[src/hdl/mtc_pkg.sv]
// Shared types and constants for the transmit-side parallel MII capture.
// Assumes one core clock; the TXCLK half period this end drives is derived from its period.
package mtc_pkg;

    typedef enum logic [2:0] {
        MTC_MODE_MII        = 3'b000,
        MTC_MODE_GMII       = 3'b001,
        MTC_MODE_RGMII_10   = 3'b010,
        MTC_MODE_RGMII_100  = 3'b011,
        MTC_MODE_RGMII_1000 = 3'b100
    } mtc_mode_t;

    typedef struct packed {
        logic [7:0] data;
        logic en;
        logic er;
    } mtc_word_t;

    localparam int MTC_CORE_CLK_NS = 50;
    // Half period of the TXCLK this end drives when it owns the clock
    localparam int MTC_TXCLK_HALF_NS = 200;
    localparam int MTC_TXCLK_HALF_CYC_I =
        (MTC_TXCLK_HALF_NS + MTC_CORE_CLK_NS - 1) / MTC_CORE_CLK_NS;
    localparam logic [7:0] MTC_TXCLK_HALF_CYC = MTC_TXCLK_HALF_CYC_I[7:0];

    localparam logic [3:0] MTC_GPIO_RESET = 4'h0;
    localparam mtc_word_t MTC_WORD_RESET = '0;

endpackage

[src/hdl/mtc_capture.sv]
// Transmit capture from a MAC on the parallel MII: GMII, MII, RGMII.
// Assumes pins and the link clocks are asynchronous to core_clk and that
// core_clk is well above twice the active transmit clock rate.
// Notes on behaviour
// - GMII: all eight data pins taken on each GTXCLK rising edge.
// - MII, RGMII-10/100: low nibble taken on TXCLK or GTXCLK rise.
// - Four-bit modes turn upper data pins into general-purpose pins 4-7.
// - RGMII-1000: low nibble on GTXCLK rise, high nibble on next fall.
// - MII/GMII: transmit enable taken on rising edge of the active clock.
// - RGMII-1000: control pin sampled on both GTXCLK edges; RGMII-10/100 on successive rises.
// - MII/GMII: transmit error taken on rising edge of active clock.
// - RGMII: separate error pin ignored; error comes from control pin.
// - MII TXCLK is partner input at role 1, driven here at role 0.
`timescale 1ns/1ps
module mtc_capture
    import mtc_pkg::*;
(
    input wire logic core_clk,
    input wire logic rst,
    input wire mtc_mode_t mode_sel,
    input wire logic link_role_select,
    input wire logic gtxclk,
    input wire logic txclk_in,
    output logic txclk_out,
    output logic txclk_oe,
    input wire logic [3:0] txd_lo,
    input wire logic [3:0] txd_hi_in,
    output logic [3:0] gpio_out,
    output logic [3:0] gpio_oe,
    input wire logic [3:0] gpio_out_req,
    input wire logic [3:0] gpio_oe_req,
    output logic [3:0] gpio_in,
    input wire logic tx_en_pin,
    input wire logic tx_er_pin,
    output mtc_word_t tx_word,
    output logic tx_word_valid
);

    // Two-stage synchronisers; stage b feeds logic, stage c finds edges
    logic [11:0] pin_a_reg;
    logic [11:0] pin_b_reg;
    logic [11:0] pin_a_next;
    logic [11:0] pin_b_next;
    logic gclk_c_reg;
    logic tclk_c_reg;
    logic gclk_c_next;
    logic tclk_c_next;

    always_comb
    begin
        pin_a_next = {gtxclk, txclk_in, tx_en_pin, tx_er_pin,
                      txd_hi_in, txd_lo};
        pin_b_next = pin_a_reg;
        gclk_c_next = pin_b_reg[11];
        tclk_c_next = pin_b_reg[10];
    end

    always_ff @(posedge core_clk)
    begin
        if (rst)
        begin
            pin_a_reg <= '0;
            pin_b_reg <= '0;
            gclk_c_reg <= 1'b0;
            tclk_c_reg <= 1'b0;
        end
        else
        begin
            pin_a_reg <= pin_a_next;
            pin_b_reg <= pin_b_next;
            gclk_c_reg <= gclk_c_next;
            tclk_c_reg <= tclk_c_next;
        end
    end

    logic s_gclk;
    logic s_tclk;
    logic s_en;
    logic s_er;
    logic [3:0] s_hi;
    logic [3:0] s_lo;
    assign {s_gclk, s_tclk, s_en, s_er, s_hi, s_lo} = pin_b_reg;

    logic is_mii;
    logic is_gmii;
    logic is_ddr;
    logic is_nibble;
    logic act_rise;
    logic act_fall;
    assign is_mii = (mode_sel == MTC_MODE_MII);
    assign is_gmii = (mode_sel == MTC_MODE_GMII);
    assign is_ddr = (mode_sel == MTC_MODE_RGMII_10) ||
                    (mode_sel == MTC_MODE_RGMII_100) ||
                    (mode_sel == MTC_MODE_RGMII_1000);
    assign is_nibble = !is_gmii;
    // Active transmit clock: TXCLK for MII, GTXCLK otherwise
    assign act_rise = is_mii ? (s_tclk && !tclk_c_reg)
                             : (s_gclk && !gclk_c_reg);
    assign act_fall = !s_gclk && gclk_c_reg;

    // TXCLK generator, used only when this end owns the MII clock
    logic [7:0] div_reg;
    logic [7:0] div_next;
    logic tclk_drv_reg;
    logic tclk_drv_next;
    logic tclk_oe_reg;
    logic tclk_oe_next;

    always_comb
    begin
        div_next = div_reg + 8'h01;
        tclk_drv_next = tclk_drv_reg;
        if (div_reg >= MTC_TXCLK_HALF_CYC - 8'h01)
        begin
            div_next = 8'h00;
            tclk_drv_next = !tclk_drv_reg;
        end
        tclk_oe_next = is_mii && !link_role_select;
    end

    always_ff @(posedge core_clk)
    begin
        if (rst)
        begin
            div_reg <= 8'h00;
            tclk_drv_reg <= 1'b0;
            tclk_oe_reg <= 1'b0;
        end
        else
        begin
            div_reg <= div_next;
            tclk_drv_reg <= tclk_drv_next;
            tclk_oe_reg <= tclk_oe_next;
        end
    end

    assign txclk_out = tclk_drv_reg;
    assign txclk_oe = tclk_oe_reg;

    // Upper data pins double as general-purpose pins in nibble modes
    logic [3:0] gout_reg;
    logic [3:0] goe_reg;
    logic [3:0] gin_reg;
    logic [3:0] gout_next;
    logic [3:0] goe_next;
    logic [3:0] gin_next;

    always_comb
    begin
        gout_next = gpio_out_req;
        goe_next = is_nibble ? gpio_oe_req : 4'h0;
        gin_next = is_nibble ? s_hi : 4'h0;
    end

    always_ff @(posedge core_clk)
    begin
        if (rst)
        begin
            gout_reg <= MTC_GPIO_RESET;
            goe_reg <= MTC_GPIO_RESET;
            gin_reg <= MTC_GPIO_RESET;
        end
        else
        begin
            gout_reg <= gout_next;
            goe_reg <= goe_next;
            gin_reg <= gin_next;
        end
    end

    assign gpio_out = gout_reg;
    assign gpio_oe = goe_reg;
    assign gpio_in = gin_reg;

    // Byte assembly
    logic [3:0] low_reg;
    logic [3:0] low_next;
    logic ctl_r_reg;
    logic ctl_r_next;
    logic half_reg;
    logic half_next;
    logic prev_en_reg;
    logic prev_en_next;
    mtc_word_t word_reg;
    mtc_word_t word_next;
    logic valid_reg;
    logic valid_next;

    always_comb
    begin
        low_next = low_reg;
        ctl_r_next = ctl_r_reg;
        half_next = half_reg;
        prev_en_next = prev_en_reg;
        word_next = word_reg;
        valid_next = 1'b0;
        unique case (mode_sel)
            MTC_MODE_GMII:
            begin
                if (act_rise)
                begin
                    word_next.data = {s_hi, s_lo};
                    word_next.en = s_en;
                    word_next.er = s_er;
                    valid_next = 1'b1;
                end
            end
            MTC_MODE_RGMII_1000:
            begin
                if (act_rise)
                begin
                    low_next = s_lo;
                    ctl_r_next = s_en;
                    half_next = 1'b1;
                end
                else if (act_fall && half_reg)
                begin
                    word_next.data = {s_lo, low_reg};
                    word_next.en = ctl_r_reg;
                    // Error pin unused; error is the change of control
                    word_next.er = ctl_r_reg ^ s_en;
                    half_next = 1'b0;
                    valid_next = 1'b1;
                end
            end
            default:
            begin
                // MII and RGMII-10/100 share nibble pairing
                if (act_rise)
                begin
                    prev_en_next = s_en;
                    // A frame start always opens on the low nibble
                    if (!half_reg || (s_en && !prev_en_reg))
                    begin
                        low_next = s_lo;
                        ctl_r_next = s_en;
                        half_next = 1'b1;
                    end
                    else
                    begin
                        word_next.data = {s_lo, low_reg};
                        word_next.en = ctl_r_reg;
                        word_next.er = is_ddr ? (ctl_r_reg ^ s_en)
                                              : s_er;
                        half_next = 1'b0;
                        valid_next = 1'b1;
                    end
                end
            end
        endcase
    end

    always_ff @(posedge core_clk)
    begin
        if (rst)
        begin
            low_reg <= 4'h0;
            ctl_r_reg <= 1'b0;
            half_reg <= 1'b0;
            prev_en_reg <= 1'b0;
            word_reg <= MTC_WORD_RESET;
            valid_reg <= 1'b0;
        end
        else
        begin
            low_reg <= low_next;
            ctl_r_reg <= ctl_r_next;
            half_reg <= half_next;
            prev_en_reg <= prev_en_next;
            word_reg <= word_next;
            valid_reg <= valid_next;
        end
    end

    assign tx_word = word_reg;
    assign tx_word_valid = valid_reg;

endmodule

[config.mk]
export PLATFORM = sky130hd
export DESIGN_NAME = mtc_capture
export DESIGN_NICKNAME = d
export VERILOG_FILES = /design/src/hdl/mtc_pkg.sv /design/src/hdl/mtc_capture.sv
export SDC_FILE = /design/constraint.sdc
export NUM_CORES = 1
export LEC_CHECK = 0
export ABC_AREA = 1
export BUFFER_PORTS_ARGS = -buffer_cell sky130_fd_sc_hd__clkbuf_2
export CAP_MARGIN = 20
export CORE_MARGIN = 2
export CORE_UTILIZATION = 35
export CTS_BUF_LIST = sky130_fd_sc_hd__clkbuf_2 sky130_fd_sc_hd__clkbuf_4 sky130_fd_sc_hd__clkbuf_8
export DETAILED_ROUTE_END_ITERATION = 16
export GPL_TIMING_DRIVEN = 0
export PLACE_DENSITY = 0.63
export RECOVER_POWER = 100
export SYNTH_ARGS = -nofsm -noshare
export SYNTH_HDL_FRONTEND = slang
export SYNTH_SLANG_ARGS = --single-unit
[constraint.sdc]
create_clock -name core_clk -period 1.6 [get_ports core_clk]
set_clock_uncertainty 0.05 [all_clocks]
set_input_delay 0.32 -clock core_clk [delete_from_list [all_inputs] [get_ports core_clk]]
set_output_delay 0.32 -clock core_clk [all_outputs]
set_load 0.005 [all_outputs]
==> metrics.log, run 1 <==
INFO  metric post-route-drc-count = 0
INFO  metric synth_largest_type_area_fraction = 54.7%
INFO  metric startpoint = mode_sel[1]
INFO  metric post_cts_hold_buffer_count = 0
INFO  metric setup-violations-final = 0
INFO  metric result_of_the_run = finished clean
INFO  metric synth_area_per_cell = 8.02 µm²
INFO  metric start_kind = input port
INFO  metric hold_path_class = input port to flop
INFO  metric critical_path_peak_fanout = 10
INFO  metric dominantRegCellSynth = sky130_fd_sc_hd__dfxtp_1
INFO  metric synth_most_common_cell = sky130_fd_sc_hd__nor2_1
INFO  metric start_point_of_the_worst_hold_path = link_role_select
INFO  metric cell_accounting_for_the_most_synthesized_area = sky130_fd_sc_hd__dfxtp_1
INFO  metric grt_start_max_net_pins = 12
INFO  metric layout-drive-gt1-share = a little over a fifth
INFO  metric synth_cell_type_count = 27
INFO  metric die-width = roughly 87 µm
INFO  metric gp_congestion = just under 0.9
INFO  metric fillers = 719
INFO  metric p_per_area = 1120 nW/µm²
INFO  metric r2r_start = pin_b_reg[11]
INFO  metric dr_total_vias = 1784
INFO  metric vias_in_the_first_global_route = approximately 1700
INFO  metric timing.final.hold_violations = 0
INFO  metric path_class = input port to flop
INFO  metric antennaDiodeCount = 0
INFO  metric synthesis.yosys.warnings = 0
INFO  metric layout_overhead_on_the_synthesized_area = 20.9%
INFO  metric first_pass_grt_wire_length = approximately 7200 µm
INFO  metric finish.cell_count_without_fillers = roughly 450
INFO  metric layout_min_cycle_time = 1.36 ns
INFO  metric slew_viol_final = 0
INFO  metric synth_commonest_cells = sky130_fd_sc_hd__nor2_1, sky130_fd_sc_hd__dfxtp_1, sky130_fd_sc_hd__inv_1
INFO  metric timing.setup.tns = 0 ns
INFO  metric worstSetupEndpointType = flop
INFO  metric cts_resized = 0
INFO  metric synth-async-reset-ratio = 0%
INFO  metric cts-root-to-sink-buffers = 2
INFO  metric cts_max_level = 3
INFO  metric grt-ovfl-total = 0
INFO  metric synth-seq-cells = 66
INFO  metric synth-edff-count = 0
INFO  metric drt_pass1_iterations = 4
INFO  metric cp.arrival = between 1.5 and 2 ns
INFO  metric yosys-top-cells-area = sky130_fd_sc_hd__dfxtp_1, sky130_fd_sc_hd__nor2_1, sky130_fd_sc_hd__inv_1
INFO  metric synth.yosys.seq_area_share = a little over half
INFO  metric grt_setup_unrepaired = no
INFO  metric post_route_clock_period_utilization = between 80% and 90%
INFO  metric clk_root_buffer_cell = sky130_fd_sc_hd__clkbuf_8
INFO  metric design.portCount = 51
INFO  metric worst_ep_required_time = 1.83 ns
INFO  metric irDropWorstVdd = about 420 µV
INFO  metric core_region_area = 6720 µm²
INFO  metric place_hpwl = around 3100 µm
INFO  metric synthesis.area = between 2000 and 2500 µm²
INFO  metric num-nets-final = approximately 390
INFO  metric post-route-util = 43.4%
INFO  metric netlist_instances = 301
INFO  metric viasPerCell = between 3 and 4
INFO  metric cts.repair_timing.setup_buffer_count = 0
INFO  metric antenna_violations_before_repair = 0
INFO  metric clock_latency_of_the_later_clocked_register_in_the_worst_skew_pair = 0.34 ns
INFO  metric post_drt_wl_per_cell = between 9 and 10 µm
INFO  metric antenna_violating_nets_post_route = 0
INFO  metric placement_rows = 30
INFO  metric max_clock_freq = between 700 and 800 MHz
INFO  metric io_buffers = 49
INFO  metric floorplan.initialDensity = a little over a third
INFO  metric cts_num_sinks = 66
INFO  metric die_area = between 7000 and 8000 µm²
INFO  metric cts_buffers = 9
INFO  metric routed_wirelength = ~4000 µm
INFO  metric maxCapViolations = 0
INFO  metric globalRouteTotalUtil = about an eighth
INFO  metric power_leakage = 0.00145 µW
INFO  metric drtIter0Drc = ~80
INFO  metric worst_setup_hold_path_clk_slew = roughly 0.060 ns
INFO  metric die_height = about 87 µm
INFO  metric clock_tree_from_tritoncts = built
INFO  metric instance_count_after_placement_with_tap_cells_included = 435
[cells by family (layout without fill, tap and decap cells)]
group                    count (synthesis)  count (layout)  synth area share [%]
AND/OR/NAND/NOR                        154             154                  30.6
buffers and inverters                   68             133                  11.4
flip-flops                              66              66                  54.7
AO/OA/AOI/OAI                           10              10                  2.23
adder cells (fa/ha/maj)                  1               1                 0.518
other                                    1               6                 0.155
XOR/XNOR                                 1               1                 0.363
[final timing paths]
kind	cells after the start	endpoint	slack [ns]
hold reg to reg	2	pin_b_reg[8]	0.35
setup reg to reg	10	tx_word[1]	0.25
hold / removal	2	txclk_oe	0.09
setup / recovery	10	tx_word[1]	0.24
[layer usage]
layer	vias up	GRT usage, %	part of all wire, %
met4	0	10.5	4.3
li1	1001	-	-
met1	719	15.6	49
met3	12	2.94	5.2
met2	52	18.0	41
met5	-	0	0
[final cells by class]
type,instances,area (µm²),area share [%]
multi-input cells,172,817,28.0
flip-flops and latches,66,1320,45.3
plain buffers,7,41.3,1.41
inverters,61,231,7.93
clock inverters,5,30.0,1.03
well taps,80,100,3.43
repair buffers,49,233,7.97
clock buffers,11,145,4.97
[metrics by stage]
step / worst slack [ns] / hold slack, ns / total power [µW] / cell area (µm²)
2_1_floorplan: 0.374 / 0.338 / 2000 / 2430
3_3_place_gp: 0.140 / 0.343 / 2100 / 2780
3_5_place_dp: 0.122 / 0.344 / 2110 / 2780
4_1_cts: 0.290 / 0.0705 / 3330 / 2950
5_1_grt: 0.0912 / 0.0782 / 3440 / 2920
6_report: 0.245 / 0.0867 / 3260 / 2920
[cell usage in the layout, fill, tap and decap left out]
cell type / netlist / routed
sky130_fd_sc_hd__nand4_1: 1 / 1
sky130_fd_sc_hd__dfxtp_1: 66 / 66
sky130_fd_sc_hd__clkbuf_4: 0 / 1
sky130_fd_sc_hd__o21ai_1: 4 / 4
sky130_fd_sc_hd__clkbuf_8: 0 / 10
sky130_fd_sc_hd__conb_1: 1 / 6
sky130_fd_sc_hd__inv_4: 1 / 1
sky130_fd_sc_hd__nor4_1: 1 / 1
sky130_fd_sc_hd__clkbuf_2: 0 / 39
sky130_fd_sc_hd__clkbuf_1: 3 / 15
sky130_fd_sc_hd__a21oi_1: 0 / 1
sky130_fd_sc_hd__clkinvlp_4: 0 / 2
sky130_fd_sc_hd__ha_1: 1 / 1
sky130_fd_sc_hd__nand3_2: 10 / 9
sky130_fd_sc_hd__xor2_1: 1 / 1
sky130_fd_sc_hd__inv_1: 55 / 57
sky130_fd_sc_hd__nor2_2: 1 / 1
sky130_fd_sc_hd__inv_2: 4 / 2
sky130_fd_sc_hd__nor2_1: 77 / 78
sky130_fd_sc_hd__clkinv_2: 0 / 3
sky130_fd_sc_hd__nand3_1: 6 / 7
sky130_fd_sc_hd__nand2_2: 2 / 1
sky130_fd_sc_hd__nor2_8: 1 / 1
sky130_fd_sc_hd__o21ai_0: 5 / 5
sky130_fd_sc_hd__nand2_4: 4 / 4
sky130_fd_sc_hd__nand2_1: 46 / 47
sky130_fd_sc_hd__nor3_1: 2 / 2
sky130_fd_sc_hd__nor2_4: 2 / 1
sky130_fd_sc_hd__buf_6: 2 / 2
sky130_fd_sc_hd__nand3_4: 1 / 1
sky130_fd_sc_hd__clkinv_1: 1 / 1
[report_power, final]
group,internal (µW),switching [µW],leakage (µW)
combinational,118,184,0.000819
clock,612,591,0.0000885
sequential,1730,31.3,0.000544
total,2450,806,0.00145
[worst max-delay path, cell delays in order]
cell and delay (ns):
sky130_fd_sc_hd__clkbuf_2 0.10, sky130_fd_sc_hd__nor2_1 0.35, sky130_fd_sc_hd__nand2_2 0.09, sky130_fd_sc_hd__nand2_1 0.14, sky130_fd_sc_hd__nand2_4 0.08, sky130_fd_sc_hd__nand2_4 0.08, sky130_fd_sc_hd__inv_1 0.10, sky130_fd_sc_hd__nor2_8 0.16
sky130_fd_sc_hd__nor2_1 0.07, sky130_fd_sc_hd__nor2_1 0.09
Note: power is estimated with default switching activity, not from simulation.
==> run 2: changes to the inputs <==
PLACE_DENSITY = 0.65   (was 0.63)
clock period = 1.1 ns   (was 1.6 ns; I/O delays follow)
==> metrics.log, run 2 (synthesized netlist as in run 1, its figures left out) <==
INFO  metric cts_max_level = 3
INFO  metric die_height = ~87 µm
INFO  metric clk_root_buffer_cell = sky130_fd_sc_hd__clkbuf_8
INFO  metric timing.final.hold_violations = 0
INFO  metric drt_pass1_iterations = 4
INFO  metric layout_overhead_on_the_synthesized_area = 33.4%
INFO  metric placement_rows = 30
INFO  metric p_per_area = between 1500 and 2000 nW/µm²
INFO  metric antennaDiodeCount = 0
INFO  metric met2WireLength = about 1900 µm
INFO  metric crit_path_end = tx_word[7]
INFO  metric post_drt_wl_per_cell = a little over 9 µm
INFO  metric routed_wirelength = roughly 4300 µm
INFO  metric detailed_route_wirelength_on_metal3 = 236 µm
INFO  metric instance_count_after_placement_with_tap_cells_included = around 440
INFO  metric finish.cell_count_without_fillers = 461
INFO  metric dr_total_vias = roughly 1800
INFO  metric report.power.total = 5540 µW
INFO  metric post-route-drc-count = 0
INFO  metric layout_commonest_cell = sky130_fd_sc_hd__nor2_1
INFO  metric layout_min_cycle_time = 1.24 ns
INFO  metric fillers = roughly 660
INFO  metric maxCapViolations = 0
INFO  metric grt_start_max_net_pins = 13
INFO  metric post_route_clock_period_utilization = 112%
INFO  metric design.portCount = 51
INFO  metric cts-root-to-sink-buffers = 2
INFO  metric setup-violations-final = 26
INFO  metric clock_latency_of_the_later_clocked_register_in_the_worst_skew_pair = 0.33 ns
INFO  metric worst-r2r-setup-slack = -0.14 ns
INFO  metric clock_tree_from_tritoncts = built
INFO  metric first_pass_grt_wire_length = around 7200 µm
INFO  metric slew_viol_final = 0
INFO  metric drtIter0Drc = 69
INFO  metric gp_congestion = ~0.9
INFO  metric critical_path_peak_fanout = 5
INFO  metric layout-drive-gt1-share = between 20% and 30%
INFO  metric floorplan.initialDensity = 35.9%
INFO  metric die-width = 87.0 µm
INFO  metric startpoint = pin_b_reg[11]
INFO  metric grt_setup_unrepaired = yes
INFO  metric worstSetupEndpointType = flop
INFO  metric grt-ovfl-total = 0
INFO  metric num-nets-final = 403
INFO  metric antenna_violating_nets_post_route = 0
INFO  metric post-route-util = a little under half
INFO  metric vias_in_the_first_global_route = between 1500 and 2000
INFO  metric worst_setup_hold_path_clk_slew = 0.07 ns
INFO  metric cts_num_sinks = between 60 and 70
INFO  metric met1_length = approximately 2000 µm
INFO  metric hold_path_class = input port to flop
INFO  metric path_class = flop to flop
INFO  metric max_clock_freq = slightly above 800 MHz
INFO  metric r2r_end = tx_word[7]
INFO  metric antenna_violations_before_repair = 0
INFO  metric place_hpwl = 3010 µm
INFO  metric layout_common_cells = sky130_fd_sc_hd__nor2_1, sky130_fd_sc_hd__dfxtp_1, sky130_fd_sc_hd__inv_1, sky130_fd_sc_hd__nand2_1, sky130_fd_sc_hd__clkbuf_2
INFO  metric irDropWorstVdd = about 540 µV
INFO  metric place_area = approximately 2800 µm²
INFO  metric final_design_area_no_fill = approximately 3200 µm²
INFO  metric worst_ep_required_time = around 1.3 ns
INFO  metric viasPerCell = approximately 4.0
INFO  metric cts_buffers = 9
INFO  metric r2r.worst_path.cells = 10
INFO  metric globalRouteTotalUtil = between 10% and 20%
INFO  metric start_kind = flop
INFO  metric top_layer_used = met4
INFO  metric worst_slack = -0.136 ns
INFO  metric result_of_the_run = finished with violations
INFO  metric violations_in_the_final_reports = setup timing
INFO  metric r2r_start = pin_b_reg[11]
INFO  metric die_area = between 7000 and 8000 µm²
INFO  metric io_buffers = 49
INFO  metric core_region_area = ~6700 µm²
INFO  metric cp.arrival = between 1 and 1.5 ns
INFO  metric power_leakage = between 0.0015 and 0.002 µW
==> run 2: cell count changes in the layout (fill, tap and decap cells not counted), sizes merged <==
cell         before  now
clkinv            4    3
bufinv            0    3
nor2             81   82
clkinvlp          2    1
buf               2    6
clkbuf           65   64
dlygate4sd3       0    5
==> run 2: where the power goes <==
| group | internal (µW) | switching (µW) |
|---|---|---|
| combinational | 224 | 305 |
| sequential | 2510 | 49.2 |
| clock | 1540 | 912 |
==> run 2: worst min-delay path by stage <==
| stage | from | to | slack, ns | depth (start not counted) |
|---|---|---|---|---|
| 2_1_floorplan | link_role_select | txclk_oe | 0.25 | 1 |
| 6_report | gpio_out_req[0] | gpio_out[0] | 0.02 | 3 |
| 4_1_cts | tx_en_pin | pin_a_reg[9] | 0.004 | 3 |
| 3_5_place_dp | link_role_select | txclk_oe | 0.34 | 2 |
| 3_3_place_gp | link_role_select | txclk_oe | 0.33 | 2 |
| 5_1_grt | gpio_out_req[0] | gpio_out[0] | -0.0003 | 3 |
==> run 2: worst max-delay path: stages (launching register included) <==
cell and delay, ns:
sky130_fd_sc_hd__dfxtp_2 0.32, sky130_fd_sc_hd__inv_2 0.05, sky130_fd_sc_hd__nor2_4 0.09, sky130_fd_sc_hd__inv_2 0.05
sky130_fd_sc_hd__nand2_4 0.07, sky130_fd_sc_hd__nand2_4 0.08, sky130_fd_sc_hd__nand2_8 0.11, sky130_fd_sc_hd__clkbuf_16 0.15
sky130_fd_sc_hd__nand3_2 0.06, sky130_fd_sc_hd__nand2_1 0.07, sky130_fd_sc_hd__nor2_1 0.04
==> run 2: layer usage <==
metal  GRT usage, %  vias up
li1               -     1024
met1           14.9      757
met2           19.2       48
met3           4.83        6
met4           5.97        0
met5              0        -
==> run 2: final cells by class <==
| class | count | area [µm²] | area share, % |
|---|---|---|---|
| repair buffers | 58 | 340 | 10.6 |
| flip-flops and latches | 66 | 1330 | 41.3 |
| inverters | 61 | 241 | 7.50 |
| clock buffers | 10 | 131 | 4.08 |
| clock inverters | 6 | 115 | 3.57 |
| well taps | 80 | 100 | 3.11 |
| plain buffers | 7 | 46.3 | 1.44 |
| multi-input cells | 173 | 915 | 28.4 |
==> run 2: repair_timing <==
item,CTS,global route
buffers inserted,2,1
hold endpoints to repair,3,2
pin swaps,8,13
setup endpoints to repair,20,24
gates cloned,1,1
gates resized for setup,6,24
hold buffers,3,2
==> run 2: per-stage QoR <==
step                      setup TNS [ns]  hold WS, ns  setup slack (ns)
after floorplan                   -0.527        0.247           -0.0544
after global placement             -5.26        0.333            -0.247
after detailed placement           -5.84        0.341            -0.291
after CTS                          -2.03      0.00391            -0.146
after global routing               -5.48    -0.000290            -0.259
final                              -2.19       0.0214            -0.136
